--- config.mk ---
export PLATFORM = sky130hd
export DESIGN_NAME = dtc_readout
export DESIGN_NICKNAME = d
export VERILOG_FILES = /design/src/pkg/dtc_pkg.sv /design/src/hdl/dtc_readout.sv /design/src/hdl/dtc_conv_seq.sv
export SDC_FILE = /design/constraint.sdc
export NUM_CORES = 1
export LEC_CHECK = 0
export ABC_AREA = 1
export BUFFER_PORTS_ARGS = -buffer_cell sky130_fd_sc_hd__buf_2
export CORE_ASPECT_RATIO = 1.5
export CORE_MARGIN = 10
export CORE_UTILIZATION = 45
export CTS_CLUSTER_SIZE = 16
export DETAILED_ROUTE_END_ITERATION = 6
export PLACE_DENSITY_LB_ADDON = 0.08
export SYNTH_ARGS = -nofsm -noshare
export SYNTH_HDL_FRONTEND = slang
export SYNTH_SLANG_ARGS = --single-unit
--- constraint.sdc ---
create_clock -name clock_i -period 4.6 [get_ports clock_i]
set_input_delay 0.69 -clock clock_i [delete_from_list [all_inputs] [get_ports clock_i]]
set_output_delay 0.69 -clock clock_i [all_outputs]
set_load 0.01 [all_outputs]
--- src/pkg/dtc_pkg.sv ---
// constants, field layouts and carrier types of the dual temperature readout
// assumes a 20 MHz core clock and an smbus host on the two serial pins
package dtc_pkg;

  // ---------------------------------------------------------------
  // command codes and register offsets
  // ---------------------------------------------------------------
  localparam logic [7:0] REG_LOCAL_INT = 8'h00;
  localparam logic [7:0] REG_REMOTE_INT = 8'h01;
  localparam logic [7:0] REG_STATUS = 8'h02;
  localparam logic [7:0] REG_CONFIG_RD = 8'h03;
  localparam logic [7:0] REG_RATE_RD = 8'h04;
  localparam logic [7:0] REG_CONFIG_WR = 8'h09;
  localparam logic [7:0] REG_RATE_WR = 8'h0a;
  localparam logic [7:0] REG_ONESHOT = 8'h0f;
  localparam logic [7:0] REG_REMOTE_FRAC = 8'h10;
  localparam logic [7:0] REG_LOCAL_FRAC = 8'h11;

  // ---------------------------------------------------------------
  // fields and reset values
  // ---------------------------------------------------------------
  localparam int CFG_STANDBY_BIT = 6;
  localparam int STATUS_BUSY_BIT = 7;
  localparam logic [7:0] CONFIG_RESET = 8'h00;
  localparam logic [2:0] RATE_RESET = 3'h7;
  localparam logic [2:0] RATE_MAX = 3'h7;
  localparam logic [7:0] FAULT_WHOLE = 8'hff;
  // arbitrary value
  localparam logic [6:0] SLAVE_ADDR_DEFAULT = 7'h2a;

  // ---------------------------------------------------------------
  // timing
  // ---------------------------------------------------------------
  localparam int unsigned CLK_HZ = 20000000;
  localparam int unsigned CONV_TIME_MS = 125;
  localparam int unsigned CONV_CYC = CLK_HZ / 1000 * CONV_TIME_MS;
  localparam int unsigned TIMEOUT_MS = 25;
  localparam int unsigned TIMEOUT_CYC = CLK_HZ / 1000 * TIMEOUT_MS;

  // ---------------------------------------------------------------
  // carriers
  // ---------------------------------------------------------------
  // raw readings in 0.125 degree steps, two's complement
  typedef struct packed {
    logic fault;
    logic [11:0] local_raw;
    logic [11:0] remote_raw;
  } dtc_meas_t;

  typedef struct packed {
    logic [7:0] whole;
    logic [2:0] frac;
  } dtc_temp_t;

endpackage

--- src/hdl/dtc_readout.sv ---
// smbus slave and result registers of the dual temperature readout
// assumes scl and sda pins from the host; raw readings on the core clock
`timescale 1ns/100ps
module dtc_readout #(
  parameter logic [6:0] SLAVE_ADDR = dtc_pkg::SLAVE_ADDR_DEFAULT,
  parameter int unsigned CONV_CYCLES = dtc_pkg::CONV_CYC,
  parameter int unsigned TIMEOUT_CYCLES = dtc_pkg::TIMEOUT_CYC
) (
  // clock and reset
  input wire logic clock_i,
  input wire logic resetn_i,
  // smbus pins
  input wire logic scl_i,
  input wire logic sda_i,
  output logic sda_o,
  output logic sda_oe_o,
  // analog front end
  input wire dtc_pkg::dtc_meas_t meas_i,
  output logic conv_start_o,
  output logic conv_busy_o
);
  import dtc_pkg::*;

  typedef enum logic [3:0] {
    SB_IDLE, SB_ADDR, SB_ACK_ADDR, SB_CMD, SB_ACK_CMD,
    SB_WDATA, SB_ACK_WDATA, SB_RDATA, SB_RACK, SB_IGNORE
  } dtc_sb_state_t;

  // ---------------------------------------------------------------
  // functions
  // ---------------------------------------------------------------
  function automatic dtc_temp_t to_temp(input logic [11:0] raw, input logic fault);
    dtc_temp_t t;
    t = '0;
    if (fault)
      t.whole = FAULT_WHOLE;
    else if (!raw[11])
      t = raw[10:0];
    return t;
  endfunction

  // ---------------------------------------------------------------
  // pin synchronisers
  // ---------------------------------------------------------------
  logic [1:0] scl_sync_reg;
  logic [1:0] sda_sync_reg;
  logic scl_prev_reg;
  logic sda_prev_reg;

  always_ff @(posedge clock_i or negedge resetn_i)
  begin
    if (!resetn_i)
    begin
      scl_sync_reg <= 2'h3;
      sda_sync_reg <= 2'h3;
      scl_prev_reg <= 1'b1;
      sda_prev_reg <= 1'b1;
    end
    else
    begin
      scl_sync_reg <= {scl_sync_reg[0], scl_i};
      sda_sync_reg <= {sda_sync_reg[0], sda_i};
      scl_prev_reg <= scl_sync_reg[1];
      sda_prev_reg <= sda_sync_reg[1];
    end
  end

  wire scl_s = scl_sync_reg[1];
  wire sda_s = sda_sync_reg[1];
  wire scl_rise = scl_s && !scl_prev_reg;
  wire scl_fall = !scl_s && scl_prev_reg;
  wire start_det = scl_s && scl_prev_reg && !sda_s && sda_prev_reg;
  wire stop_det = scl_s && scl_prev_reg && sda_s && !sda_prev_reg;

  // ---------------------------------------------------------------
  // registers
  // ---------------------------------------------------------------
  dtc_sb_state_t sb_state_reg;
  dtc_sb_state_t sb_state_next;
  logic [2:0] bit_cnt_reg;
  logic [2:0] bit_cnt_next;
  logic [7:0] shift_reg;
  logic [7:0] shift_next;
  logic full_reg;
  logic full_next;
  logic rw_reg;
  logic rw_next;
  logic sda_oe_reg;
  logic sda_oe_next;
  logic [7:0] ptr_reg;
  logic [7:0] config_reg;
  logic [2:0] rate_reg;
  logic [31:0] low_cnt_reg;
  dtc_temp_t local_t_reg;
  dtc_temp_t remote_t_reg;
  logic cmd_p;
  logic wr_p;

  wire conv_done;
  wire standby = config_reg[CFG_STANDBY_BIT];
  wire timeout = (low_cnt_reg >= 32'(TIMEOUT_CYCLES));
  wire oneshot_p = cmd_p && (shift_reg == REG_ONESHOT);
  wire cfg_wr = wr_p && (ptr_reg == REG_CONFIG_WR);
  wire rate_wr = wr_p && (ptr_reg == REG_RATE_WR);
  wire standby_cmd = cfg_wr && shift_reg[CFG_STANDBY_BIT];
  wire [7:0] status_byte = {conv_busy_o, 7'h0};

  // ---------------------------------------------------------------
  // read mux
  // ---------------------------------------------------------------
  // results stay visible while a sequence runs; only conv_done moves them
  wire [7:0] rd_byte =
    (ptr_reg == REG_LOCAL_INT) ? local_t_reg.whole :
    (ptr_reg == REG_REMOTE_INT) ? remote_t_reg.whole :
    (ptr_reg == REG_REMOTE_FRAC) ? {remote_t_reg.frac, 5'h0} :
    (ptr_reg == REG_LOCAL_FRAC) ? {local_t_reg.frac, 5'h0} :
    (ptr_reg == REG_STATUS) ? status_byte :
    (ptr_reg == REG_CONFIG_RD) ? config_reg :
    (ptr_reg == REG_RATE_RD) ? {5'h0, rate_reg} : 8'h00;

  // ---------------------------------------------------------------
  // serial state machine
  // ---------------------------------------------------------------
  always_comb
  begin
    sb_state_next = sb_state_reg;
    bit_cnt_next = bit_cnt_reg;
    shift_next = shift_reg;
    full_next = full_reg;
    rw_next = rw_reg;
    sda_oe_next = sda_oe_reg;
    cmd_p = 1'b0;
    wr_p = 1'b0;
    // a stuck host must not hold sda low forever
    if (timeout || stop_det)
    begin
      sb_state_next = SB_IDLE;
      sda_oe_next = 1'b0;
    end
    else if (start_det)
    begin
      sb_state_next = SB_ADDR;
      bit_cnt_next = 3'h0;
      full_next = 1'b0;
      sda_oe_next = 1'b0;
    end
    else
    begin
      case (sb_state_reg)
        SB_ADDR, SB_CMD, SB_WDATA:
        begin
          if (scl_rise)
          begin
            shift_next = {shift_reg[6:0], sda_s};
            bit_cnt_next = bit_cnt_reg + 3'h1;
            full_next = (bit_cnt_reg == 3'h7);
          end
          else if (scl_fall && full_reg)
          begin
            full_next = 1'b0;
            sda_oe_next = 1'b1;
            if (sb_state_reg == SB_ADDR)
            begin
              rw_next = shift_reg[0];
              sb_state_next = (shift_reg[7:1] == SLAVE_ADDR) ? SB_ACK_ADDR : SB_IGNORE;
              sda_oe_next = (shift_reg[7:1] == SLAVE_ADDR);
            end
            else if (sb_state_reg == SB_CMD)
            begin
              sb_state_next = SB_ACK_CMD;
              cmd_p = 1'b1;
            end
            else
            begin
              sb_state_next = SB_ACK_WDATA;
              wr_p = 1'b1;
            end
          end
        end
        SB_ACK_ADDR:
        begin
          if (scl_fall)
          begin
            bit_cnt_next = 3'h0;
            if (rw_reg)
            begin
              // receive byte and read byte both use the shared pointer
              sb_state_next = SB_RDATA;
              shift_next = rd_byte;
              sda_oe_next = !rd_byte[7];
            end
            else
            begin
              sb_state_next = SB_CMD;
              sda_oe_next = 1'b0;
            end
          end
        end
        SB_ACK_CMD:
        begin
          if (scl_fall)
          begin
            // stop here makes a send byte; more clocks make a write byte
            sb_state_next = SB_WDATA;
            bit_cnt_next = 3'h0;
            sda_oe_next = 1'b0;
          end
        end
        SB_ACK_WDATA:
        begin
          if (scl_fall)
          begin
            sb_state_next = SB_IGNORE;
            sda_oe_next = 1'b0;
          end
        end
        SB_RDATA:
        begin
          if (scl_fall)
          begin
            if (bit_cnt_reg == 3'h7)
            begin
              sb_state_next = SB_RACK;
              sda_oe_next = 1'b0;
            end
            else
            begin
              shift_next = {shift_reg[6:0], 1'b0};
              sda_oe_next = !shift_reg[6];
              bit_cnt_next = bit_cnt_reg + 3'h1;
            end
          end
        end
        SB_RACK:
        begin
          if (scl_rise)
          begin
            full_next = !sda_s;
            if (sda_s)
              sb_state_next = SB_IGNORE;
          end
          else if (scl_fall && full_reg)
          begin
            full_next = 1'b0;
            sb_state_next = SB_RDATA;
            bit_cnt_next = 3'h0;
            shift_next = rd_byte;
            sda_oe_next = !rd_byte[7];
          end
        end
        SB_IDLE, SB_IGNORE:
        begin
          sda_oe_next = 1'b0;
        end
        default:
        begin
          sb_state_next = SB_IDLE;
          sda_oe_next = 1'b0;
        end
      endcase
    end
  end

  always_ff @(posedge clock_i or negedge resetn_i)
  begin
    if (!resetn_i)
    begin
      sb_state_reg <= SB_IDLE;
      bit_cnt_reg <= 3'h0;
      shift_reg <= 8'h00;
      full_reg <= 1'b0;
      rw_reg <= 1'b0;
      sda_oe_reg <= 1'b0;
    end
    else
    begin
      sb_state_reg <= sb_state_next;
      bit_cnt_reg <= bit_cnt_next;
      shift_reg <= shift_next;
      full_reg <= full_next;
      rw_reg <= rw_next;
      sda_oe_reg <= sda_oe_next;
    end
  end

  // low time only counts inside a transfer
  always_ff @(posedge clock_i or negedge resetn_i)
  begin
    if (!resetn_i)
      low_cnt_reg <= 32'h0;
    else if (scl_s || sb_state_reg == SB_IDLE || timeout)
      low_cnt_reg <= 32'h0;
    else
      low_cnt_reg <= low_cnt_reg + 32'h1;
  end

  // ---------------------------------------------------------------
  // pointer, control and result registers
  // ---------------------------------------------------------------
  always_ff @(posedge clock_i or negedge resetn_i)
  begin
    if (!resetn_i)
    begin
      ptr_reg <= REG_LOCAL_INT;
      config_reg <= CONFIG_RESET;
      rate_reg <= RATE_RESET;
    end
    else
    begin
      if (cmd_p)
        ptr_reg <= shift_reg;
      if (cfg_wr)
        config_reg <= shift_reg;
      if (rate_wr)
        rate_reg <= shift_reg[2:0];
    end
  end

  // both channels and both bytes move on one edge
  always_ff @(posedge clock_i or negedge resetn_i)
  begin
    if (!resetn_i)
    begin
      local_t_reg <= '0;
      remote_t_reg <= '0;
    end
    else if (conv_done)
    begin
      local_t_reg <= to_temp(meas_i.local_raw, 1'b0);
      remote_t_reg <= to_temp(meas_i.remote_raw, meas_i.fault);
    end
  end

  // ---------------------------------------------------------------
  // conversion sequencer
  // ---------------------------------------------------------------
  dtc_conv_seq #(
    .CONV_CYCLES(CONV_CYCLES)
  ) u_seq (
    .clock_i(clock_i),
    .resetn_i(resetn_i),
    .standby_i(standby),
    .standby_cmd_i(standby_cmd),
    .oneshot_i(oneshot_p),
    .rate_i(rate_reg),
    .busy_o(conv_busy_o),
    .start_o(conv_start_o),
    .done_o(conv_done)
  );

  assign sda_o = 1'b0;
  assign sda_oe_o = sda_oe_reg;
endmodule

--- src/hdl/dtc_conv_seq.sv ---
// conversion sequencer: rate timer, one-shot start, standby abort
// assumes pulses on the same clock from the serial register logic
`timescale 1ns/100ps
module dtc_conv_seq #(
  parameter int unsigned CONV_CYCLES = dtc_pkg::CONV_CYC
) (
  // clock and reset
  input wire logic clock_i,
  input wire logic resetn_i,
  // control
  input wire logic standby_i,
  input wire logic standby_cmd_i,
  input wire logic oneshot_i,
  input wire logic [2:0] rate_i,
  // status
  output logic busy_o,
  output logic start_o,
  output logic done_o
);
  import dtc_pkg::*;

  typedef enum logic {CV_IDLE, CV_RUN} dtc_cv_state_t;

  dtc_cv_state_t state_reg;
  dtc_cv_state_t state_next;
  logic [31:0] conv_cnt_reg;
  logic [31:0] conv_cnt_next;
  logic [31:0] rate_cnt_reg;
  logic [31:0] rate_cnt_next;

  // ---------------------------------------------------------------
  // decode
  // ---------------------------------------------------------------
  wire [31:0] conv_last = 32'(CONV_CYCLES - 1);
  // interval runs from one sequence to 128 sequences long
  wire [31:0] interval_last = 32'((CONV_CYCLES << (RATE_MAX - rate_i)) - 1);
  wire rate_due = !standby_i && (rate_cnt_reg >= interval_last);
  wire idle = (state_reg == CV_IDLE);
  wire start = idle && (rate_due || oneshot_i);
  wire abort = !idle && standby_cmd_i && !oneshot_i;
  wire finish = !idle && !abort && (conv_cnt_reg == conv_last);

  assign busy_o = !idle;
  assign start_o = start;
  assign done_o = finish;

  always_comb
  begin
    state_next = state_reg;
    conv_cnt_next = conv_cnt_reg;
    rate_cnt_next = rate_cnt_reg;
    if (start)
    begin
      state_next = CV_RUN;
      conv_cnt_next = 32'h0;
    end
    else if (abort || finish)
      state_next = CV_IDLE;
    else if (!idle)
      conv_cnt_next = conv_cnt_reg + 32'h1;
    // standby parks the timer as expired so leaving standby starts at once
    if (standby_i)
      rate_cnt_next = interval_last;
    else if (start)
      rate_cnt_next = 32'h0;
    else if (!rate_due)
      rate_cnt_next = rate_cnt_reg + 32'h1;
  end

  always_ff @(posedge clock_i or negedge resetn_i)
  begin
    if (!resetn_i)
    begin
      state_reg <= CV_IDLE;
      conv_cnt_reg <= 32'h0;
      rate_cnt_reg <= 32'h0;
    end
    else
    begin
      state_reg <= state_next;
      conv_cnt_reg <= conv_cnt_next;
      rate_cnt_reg <= rate_cnt_next;
    end
  end
endmodule

==> results of run 1 <==
==> cell usage after synthesis, drive strengths merged (3+ instances only) <==
| master | count |
|---|---|
| a21oi | 105 |
| buf | 23 |
| clkbuf | 25 |
| dfrtp | 153 |
| dfstp | 9 |
| ha | 40 |
| inv | 201 |
| nand2 | 408 |
| nand3 | 96 |
| nand3b | 3 |
| nand4 | 50 |
| nor2 | 213 |
| nor3 | 44 |
| nor3b | 6 |
| nor4 | 13 |
| o211ai | 5 |
| o21ai | 107 |
| o22ai | 6 |
| or2 | 7 |
| xnor2 | 14 |
| xor2 | 45 |
==> how the worst max path moves through the flow <==
stage / start / end / slack, ns / depth (start not counted)
after floorplan: rate_reg[0] / conv_start_o / 0.73 / 24
after CTS: rate_reg[0] / conv_start_o / 0.03 / 22
after detailed placement: rate_reg[1] / conv_start_o / 0.30 / 22
after global routing: rate_reg[0] / conv_start_o / -0.01 / 25
final: rate_reg[2] / conv_start_o / 0.27 / 20
after global placement: rate_reg[1] / conv_start_o / 0.22 / 22
==> power by group <==
part	internal, mW	total [mW]	switching [mW]
Clock	0.940	1.56	0.620
Sequential	1.53	1.69	0.160
Combinational	0.431	1.26	0.830
Total	2.90	4.51	1.61
==> metal layers <==
layer	vias up	wire, um	global-route usage
met5	-	0	0
met1	4635	12540	0.2258
li1	5175	-	-
met4	0	846	0.07642
met3	54	529	0.02680
met2	121	15660	0.3596
==> repair_timing <==
action	CTS	global route
cloned	0	0
gates resized for setup	6	25
pin swaps	0	2
buffers inserted	3	3
endpoints found under the setup margin	1	1
hold endpoints to repair	0	0
==> cell families after synthesis <==
| family | Yosys count |
|---|---|
| buf+inv | 249 |
| compound gates | 234 |
| flops | 162 |
| xor+xnor | 59 |
| other cells | 2 |
| simple gates | 840 |
| fa+ha+maj | 40 |
==> per-stage QoR <==
step	setup WS (ns)	util	setup TNS, ns	instances	hold WS, ns
detailed placement	0.2974	0.4784	0	1910	0.3491
finish	0.2699	0.5109	0	1948	0.3456
global route	-0.01478	0.5109	-0.01478	1948	0.3282
floorplan	0.7319	-	0	1599	0.3452
global placement	0.2190	0.4784	0	1910	0.3463
CTS	0.02522	0.5067	0	1945	0.3299
==> area by class of cell <==
class	count	area, sq um
timing repair buffer	46	299.0
tap	319	399.1
clock inverter	12	177.7
multi-input combinational	1188	6013
sequential	162	4069
clock buffer	20	456.7
fill	2448	11650
inverter	201	758.2
==> run summary, run 1 <==
Status -> complete, no violations
Clk buf depth -> 2
EDFF count, synth -> 0
Setup Skew -> 0.008969 ns
Startpoint Class -> flop
Initial antenna violation count -> 0
Final setup vio count -> 0
Final Hold Viols -> 0
Worst hold stages -> 1
Tcrit/Tclk final -> 0.9413
Crit path top cell by count -> nand2_1
DR pass1 iterations -> 5
Multiplexer share of the synthesized area -> 0
R2r setup slk -> 0.73 ns
Maximum vdd drop -> 0.3420 mV
Routed len/inst -> 15.18 um
Commonest non-fill, non-tap cell in the layout -> nand2_1
Crit path capture type -> output port
Share of cells above drive strength 1 -> 0.08533
Sequential cell area fraction in the yosys report -> 0.3729
Max stage delay on crit path -> 0.75 ns
Max Cap Viol -> 0
Cell taking the most area after synthesis -> dfrtp_1
Worst min path class -> input pin to flop
Async S/R FF share, synth -> 1.000
Starting Density -> 0.4575
Hold-fix buffers, CTS -> 0
Mean Syn Cell Area -> 6.874 sq um
Worst Path Buf+Inv -> 4
Minimum clock period -> 4.330 ns
R2R cell count -> 23
Compound-Gate Fraction of Synth Area -> 0.1127
Number of core rows -> 69
CP cell instances -> inv_2, or2_2, nand2_1, nand4_1, nor2_1, xor2_1, ha_1, nand2_1, inv_1, nand2_1, nand2_1, nand2_1, nand2_1, a21oi_1, nand2_2, nand2_2, o21ai_2, nand2_2, inv_1, buf_2
Clock Latency Late Sink -> 0.44 ns
PortBufs -> 31
Power Total -> 4.508 mW
Yosys reg bits -> 162
Vias in the first global route -> 10070
Final Cell Area -> 12170 sq um
TritonCTS clock tree -> done
Crit Path Class -> flop to output port
Die ar. -> 30980 sq um
Hold EP -> sda_sync_reg[0]
Syn Std Cell Area -> 10900 sq um
Relative slew slack -> 0.3483
Leakage -> 5.987 nW
Top cell type's share of synthesized area -> 0.3512
Post-Synth Adder-Cell Area -> 0.04591
HP Start -> sda_i
FMAX -> 0.2309 GHz
H-tree levels -> 4
Tightest Pin Transition -> 0.9776 ns
Iteration-0 DRC Markers -> 605
Post-synth top flop -> dfrtp_1
Clk root buf -> clkbuf_16
Via Count -> 9985
Detailed Route WL -> 29580 um
Mapped Cells -> 1586
Worst Path Max Fanout -> 16
Critical path's slowest cell -> dfstp_4
Max-slew violations -> 0
Core area -> 23830 sq um
GR Util All Layers -> 0.1967
Num CTS Buffers -> 17
Largest net degree at the start of global routing -> 105
Largest cells by area after synthesis -> dfrtp_1 35%, nand2_1 14%, nor2_1 7.2%, inv_1 6.7%, a21oi_1 4.8%
Synth Area in Simple Gates -> 0.3318
Placed Instance Area -> 11400 sq um
Die height -> 210.6 um
Post-Synth XOR/XNOR Area -> 0.04740
DRC viols -> 0
I/O pins -> 33
Nets@finish -> 1685
Ant diodes -> 0
Worst reg2reg path endpoint -> u_seq.conv_cnt_reg[22]
Largest family of logic cells by synthesized area -> simple AND/OR/NAND/NOR gates
Sinks on Clock Net -> 162
Post-route ant nets -> 0
CP delay by family, top -> simple AND/OR/NAND/NOR gates
Chip Width -> 147.1 um
Most frequent cells in the layout -> 398 x nand2_1, 201 x nor2_1, 194 x inv_1
Reg-to-Reg Start -> rate_reg[2]
Synth Warn # -> 0
Count of cell types in the netlist -> 44
Via/cell ratio -> 5.126
Worst-path clk slew -> 0.06 ns
Critical Path RT -> 3.91 ns
PD cells -> 370.3 nW/um^2
Placer congestion estimate -> 0.9765
Total global routing overflow -> 0
Area grow syn2layout -> 11.66%
Crit path arrival time -> 3.64 ns
First-pass GRT wire length -> 50660 um
Hpwl dp -> 22100 um
Power figures use the tool's default switching activity.
==> run 2, diff against run 1 <==
Settings changed: ABC_AREA 1 to default, CORE_MARGIN 10 to 4.
==> run 2 against run 1 <==
The run now ends with setup timing left; sequential cell count stayed put; global-route usage is 2.0 points higher; combinational power down 81%; clock power shrank 12%; largest power group unchanged.
==> run summary, run 2 <==
Tightest Pin Transition -> 1.005 ns
Worst Path Max Fanout -> 4
Final Hold Viols -> 0
Maximum vdd drop -> 0.2621 mV
Sinks on Clock Net -> 162
Vias in the first global route -> 8319
Critical path's slowest cell -> dfstp_2
Die ar. -> 24050 sq um
First-pass GRT wire length -> 41970 um
Clk buf depth -> 2
Ant diodes -> 0
Clk root buf -> clkbuf_16
Detailed Route WL -> 25370 um
Nets@finish -> 1239
Mean Syn Cell Area -> 8.821 sq um
Number of core rows -> 65
Routed len/inst -> 17.48 um
Crit Path Class -> flop to output port
Worst-path clk slew -> 0.07 ns
Crit path top cell by count -> o211a_1
Mapped Cells -> 1101
Post-route ant nets -> 0
Crit path capture type -> output port
Synth Warn # -> 0
FMAX -> 0.2118 GHz
Top cells by count, synth -> 154 x nand2_1, 153 x dfrtp_1, 115 x nor2_1
GR Util All Layers -> 0.2171
Via/cell ratio -> 5.713
Final setup vio count -> 1
Chip Width -> 128.0 um
Max-slew violations -> 0
Power Total -> 3.143 mW
Startpoint Class -> flop
Unrepaired setup endpoints after global routing -> yes
Max Cap Viol -> 0
Count of cell types in the netlist -> 83
PortBufs -> 31
Die height -> 187.9 um
Met2 GRT Util -> 0.3886
DR pass1 iterations -> 6
Crit path arrival time -> 4.03 ns
Minimum clock period -> 4.720 ns
Total global routing overflow -> 0
CP delay by family, top -> compound AO/OA/AOI/OAI gates
Count leader, synth -> nand2_1
Share of cells above drive strength 1 -> 0.1708
Placer congestion estimate -> 0.8743
Clock Latency Late Sink -> 0.44 ns
EDFF count, synth -> 0
Num CTS Buffers -> 17
Worst Path Buf+Inv -> 3
Cell taking the most area after synthesis -> dfrtp_1
Setup Skew -> 0.01152 ns
Most frequent cells in the layout -> 153 x dfrtp_1, 152 x nand2_1, 114 x nor2_1
Core area -> 21150 sq um
Hold-fix buffers, CTS -> 0
I/O pins -> 33
Tcrit/Tclk final -> 1.026
Starting Density -> 0.4593
Failing checks -> setup timing
Top cell type's share of synthesized area -> 0.3942
Commonest non-fill, non-tap cell in the layout -> dfrtp_1
Max stage delay on crit path -> 0.56 ns
Iteration-0 DRC Markers -> 457
Yosys reg bits -> 162
Via Count -> 8290
Placed cell count -> 1394
Largest net degree at the start of global routing -> 98
Hpwl dp -> 18330 um
H-tree levels -> 4
DRC viols -> 0
Post-Route Utilization -> 0.5321
Worst min path class -> input pin to asynchronous set/reset pin
Worst Slack Setup Final -> -0.1204 ns
PD cells -> 279.3 nW/um^2
Largest cells by area after synthesis -> dfrtp_1 39%, nand2_1 6.0%, ha_1 5.2%, nor2_1 4.4%, a21oi_1 3.1%
Grt met3 use -> 0.03619
Status -> complete, but fails checks
Post-synth top flop -> dfrtp_1
Area grow syn2layout -> 15.86%
Initial antenna violation count -> 0
Syn Std Cell Area -> 9712 sq um
Sequential cell area fraction in the yosys report -> 0.4186
Async S/R FF share, synth -> 1.000
TritonCTS clock tree -> done
CP cell instances -> inv_4, ha_4, o21ai_4, nand2b_4, a2111oi_4, buf_4, o211a_1, o21ai_2, xnor2_2, ha_2, o21a_1, o211ai_1, a41oi_2, o211a_1, a221oi_4, a21oi_4, buf_6
GR Layer Usage met1 -> 0.2464
Critical Path RT -> 3.91 ns
Grt peak-use layer -> met2
Relative slew slack -> 0.3236
Leakage -> 4.828 nW
Non-filler cells in the finished layout -> 1451
run 2: per-layer routing:
| metal | share of wire | up-vias | wire length (um) |
|---|---|---|---|
| li1 | - | 4063 | - |
| met1 | 0.40 | 4007 | 10240 |
| met2 | 0.53 | 157 | 13500 |
| met3 | 0.023 | 63 | 587 |
| met4 | 0.041 | 0 | 1047 |
| met5 | 0 | - | 0 |
run 2: power breakdown:
part,switching (mW),internal (mW),total [mW]
Sequential,0.0609,1.47,1.53
Combinational,0.135,0.0992,0.234
Clock,0.661,0.718,1.38
run 2: cell families after synthesis:
kind of cell,count (synthesis),synth area share
fa+ha+maj,40,0.05153
compound gates,252,0.1746
flops,162,0.4186
simple gates,477,0.2355
mux,27,0.03169
xor+xnor,57,0.05140
buf+inv,84,0.03594
other cells,2,0.0007733
run 2: stage by stage:
step                hold slack, ns  TNS [ns]  instance area (sq um)  setup WS (ns)
global placement            0.3487         0                  10310         0.1206
detailed placement          0.3510         0                  10310        0.04260
finish                      0.3440   -0.1204                  11250        -0.1204
global route                0.3238   -0.4223                  11250        -0.2981
floorplan                   0.3452         0                   9817      0.0005058
CTS                         0.3250  -0.09938                  11190       -0.09938
run 2: cell type report:
class,count,area [sq um]
Multi-Input combinational cell,868,5544
Fill cell,2002,9893
Clock buffer,17,425.4
Clock inverter,15,143.9
Timing Repair Buffer,88,606.8
Inverter,33,131.4
Tap cell,268,335.3
Sequential cell,162,4065
run 2: worst paths after layout:
path                                       from  depth (start not counted)  slack (ns)                endpoint
min in group clock_i                      scl_i                          1        0.35         scl_sync_reg[0]
worst min-delay path                   resetn_i                          1        0.34  u_seq.conv_cnt_reg[26]
max in group asynchronous              resetn_i                          2        3.29   u_seq.conv_cnt_reg[0]
worst min register to register  scl_sync_reg[0]                          0        0.36         scl_sync_reg[1]
worst max-delay path                rate_reg[0]                         17       -0.12            conv_start_o
worst max register to register      rate_reg[0]                         21        0.07  u_seq.rate_cnt_reg[28]
run 2: timing repair:
item | 4_1_cts | 5_1_grt
pin swaps | 19 | 9
resized for setup | 34 | 12
cloned | 0 | 0
setup buffers | 22 | 3
endpoints found under the setup margin | 1 | 22
==> run 3, diff against run 2 <==
Settings changed: GPL_TIMING_DRIVEN from default to 0.
==> run 3 against run 2 <==
The run still ends with setup timing left; worst hold slack got worse by 0.10 ns; critical endpoint unchanged; clock-buffer cell count grew 1; sequential power about the same; non-clock buffer count increased by 29; clock skew down 0.0012 ns; global-route usage up 0.84 points; die area is the same; first-iteration DRC count is 0.44% lower; register-to-register slack worse by 0.16 ns; total power is 5.5% higher.
==> run summary, run 3 (synthesis gave the netlist of run 2 again) <==
Worst-path clk slew -> 0.07 ns
Crit path arrival time -> 4.40 ns
FMAX -> 0.1965 GHz
Layout filler cell count -> 2025
Largest net degree at the start of global routing -> 85
PD cells -> 285.8 nW/um^2
Via/cell ratio -> 5.783
Highest routed layer -> met4
Setup TNS -> -1.543 ns
Maximum vdd drop -> 0.2233 mV
Via Count -> 8559
WL met1 -> 10330 um
Worst Path Max Fanout -> 5
Iteration-0 DRC Markers -> 455
Starting Density -> 0.4593
Nets@finish -> 1268
Failing checks -> setup timing
Initial antenna violation count -> 0
Clock share of power -> 0.463
Die ar. -> 24050 sq um
R2r setup slk -> -0.09 ns
TritonCTS clock tree -> done
Unrepaired setup endpoints after global routing -> yes
Total global routing overflow -> 0
Worst min path class -> input pin to asynchronous set/reset pin
Num CTS Buffers -> 17
Pre-CTS WS -> -0.9820 ns
Ant diodes -> 0
Crit path capture type -> output port
Share of cells above drive strength 1 -> 0.1766
Setup Skew -> 0.01031 ns
Max Cap Viol -> 0
GR Util All Layers -> 0.2255
Final setup vio count -> 19
Combinational share of power -> 0.078
P_int -> 2.470 mW
Clk root buf -> clkbuf_16
Number of core rows -> 65
Clk buf depth -> 2
Final Hold Viols -> 0
Area grow syn2layout -> 19.44%
Switching power -> 0.8455 mW
Critical Path RT -> 3.91 ns
DRC viols -> 0
Worst reg2reg path endpoint -> u_seq.rate_cnt_reg[24]
Hold-fix buffers, CTS -> 0
Tcrit/Tclk final -> 1.106
Startpoint Class -> flop
Vias in the first global route -> 8656
Die height -> 187.9 um
Power Total -> 3.316 mW
R2R cell count -> 18
Routed len/inst -> 18.04 um
First-pass GRT wire length -> 43490 um
Hpwl dp -> 19000 um
Sw Share -> 0.2550
Routed wl met3 -> 810 um
Chip Width -> 128.0 um
Commonest non-fill, non-tap cell in the layout -> dfrtp_1
Register share of total power -> 0.459
Post-route ant nets -> 0
Post-Route Utilization -> 0.5486
Crit Path Class -> flop to output port
Leakage -> 4.970 nW
Routed wl met2 -> 14540 um
Clock Latency Late Sink -> 0.43 ns
Worst Slack Setup Final -> -0.4896 ns
Tightest Pin Transition -> 1.252 ns
Minimum clock period -> 5.090 ns
Reg-to-Reg Start -> rate_reg[1]
PortBufs -> 30
Status -> complete, but fails checks
H-tree levels -> 4
DR pass1 iterations -> 5
Placer congestion estimate -> 0.9250
Relative slew slack -> 0.1574
I/O pins -> 33
Core area -> 21150 sq um
Sinks on Clock Net -> 162
Max-slew violations -> 0
Most frequent cells in the layout -> 153 x dfrtp_1, 152 x nand2_1, 114 x nor2_1
Detailed Route WL -> 26700 um
-- run 3: changes by cell type in the layout (fill, tap and decap cells not counted), moves of 3 or more --
cell,delta
nor3_1,-3
inv_6,-4
buf_4,-18
bufinv_16,+3
buf_2,+3
buf_8,+3
clkinvlp_4,+3
clkbuf_1,+27
buf_1,+3
buf_6,+5
nor3_2,+3
-- run 3: per-stage QoR --
stage	hold slack, ns	cell area [sq um]	instances
global placement	0.3468	10300	1412
finish	0.2437	11600	1480
global route	0.2914	11600	1480
CTS	0.2609	11320	1469
floorplan	0.3452	9817	1114
detailed placement	0.3485	10340	1413
-- run 3: how the worst max path moves through the flow --
stage	start	endpoint	slack (ns)	cells past startpoint
floorplan	rate_reg[0]	conv_start_o	0.0005	19
global placement	rate_reg[1]	conv_start_o	-0.96	16
detailed placement	rate_reg[1]	conv_start_o	-0.98	16
CTS	rate_reg[0]	conv_start_o	-0.42	19
global route	rate_reg[1]	conv_start_o	-0.63	19
finish	rate_reg[1]	conv_start_o	-0.49	15
-- run 3: repair_timing --
item,4_1_cts,5_1_grt
pin swaps,12,25
setup buffers,25,14
setup endpoints to repair,66,57
gates resized for setup,41,43
-- run 3: layout make-up --
cell class / instances / area (sq um) / area share
Clock buffer: 18 / 439.2 / 0.03786
Inverter: 33 / 133.9 / 0.01154
Sequential cell: 162 / 4065 / 0.3504
Clock inverter: 14 / 192.7 / 0.01661
Timing Repair Buffer: 68 / 503.0 / 0.04336
Buffer: 49 / 270.3 / 0.02330
Tap cell: 268 / 335.3 / 0.02891
Multi-Input combinational cell: 868 / 5660 / 0.4880
-- run 3: worst max-delay path, stage by stage, from the launching register on --
cell        delay, ns
dfstp_2          0.58
clkinvlp_4       0.17
ha_4             0.33
inv_1            0.11
nor2_1           0.25
a32oi_4          0.11
o311a_4          0.43
a31oi_2          0.16
o22ai_2          0.13
ha_1             0.32
and4_4           0.20
a221o_1          0.40
a221oi_4         0.41
a21oi_4          0.10
buf_6            0.17
buf_6            0.11
-- run 3: metal layers --
layer | global-route usage | up-vias
li1 | - | 4144
met3 | 0.03534 | 73
met5 | 0 | -
met4 | 0.1181 | 0
met1 | 0.2525 | 4111
met2 | 0.4050 | 231
-- run 3: power groups by stage --
stage	registers, mW	clock network, mW	logic (mW)
2_1_floorplan	1.53	0	0.150
3_3_place_gp	1.55	0	0.226
3_5_place_dp	1.55	0	0.235
4_1_cts	1.52	1.57	0.239
5_1_grt	1.53	1.62	0.293
6_report	1.52	1.54	0.258
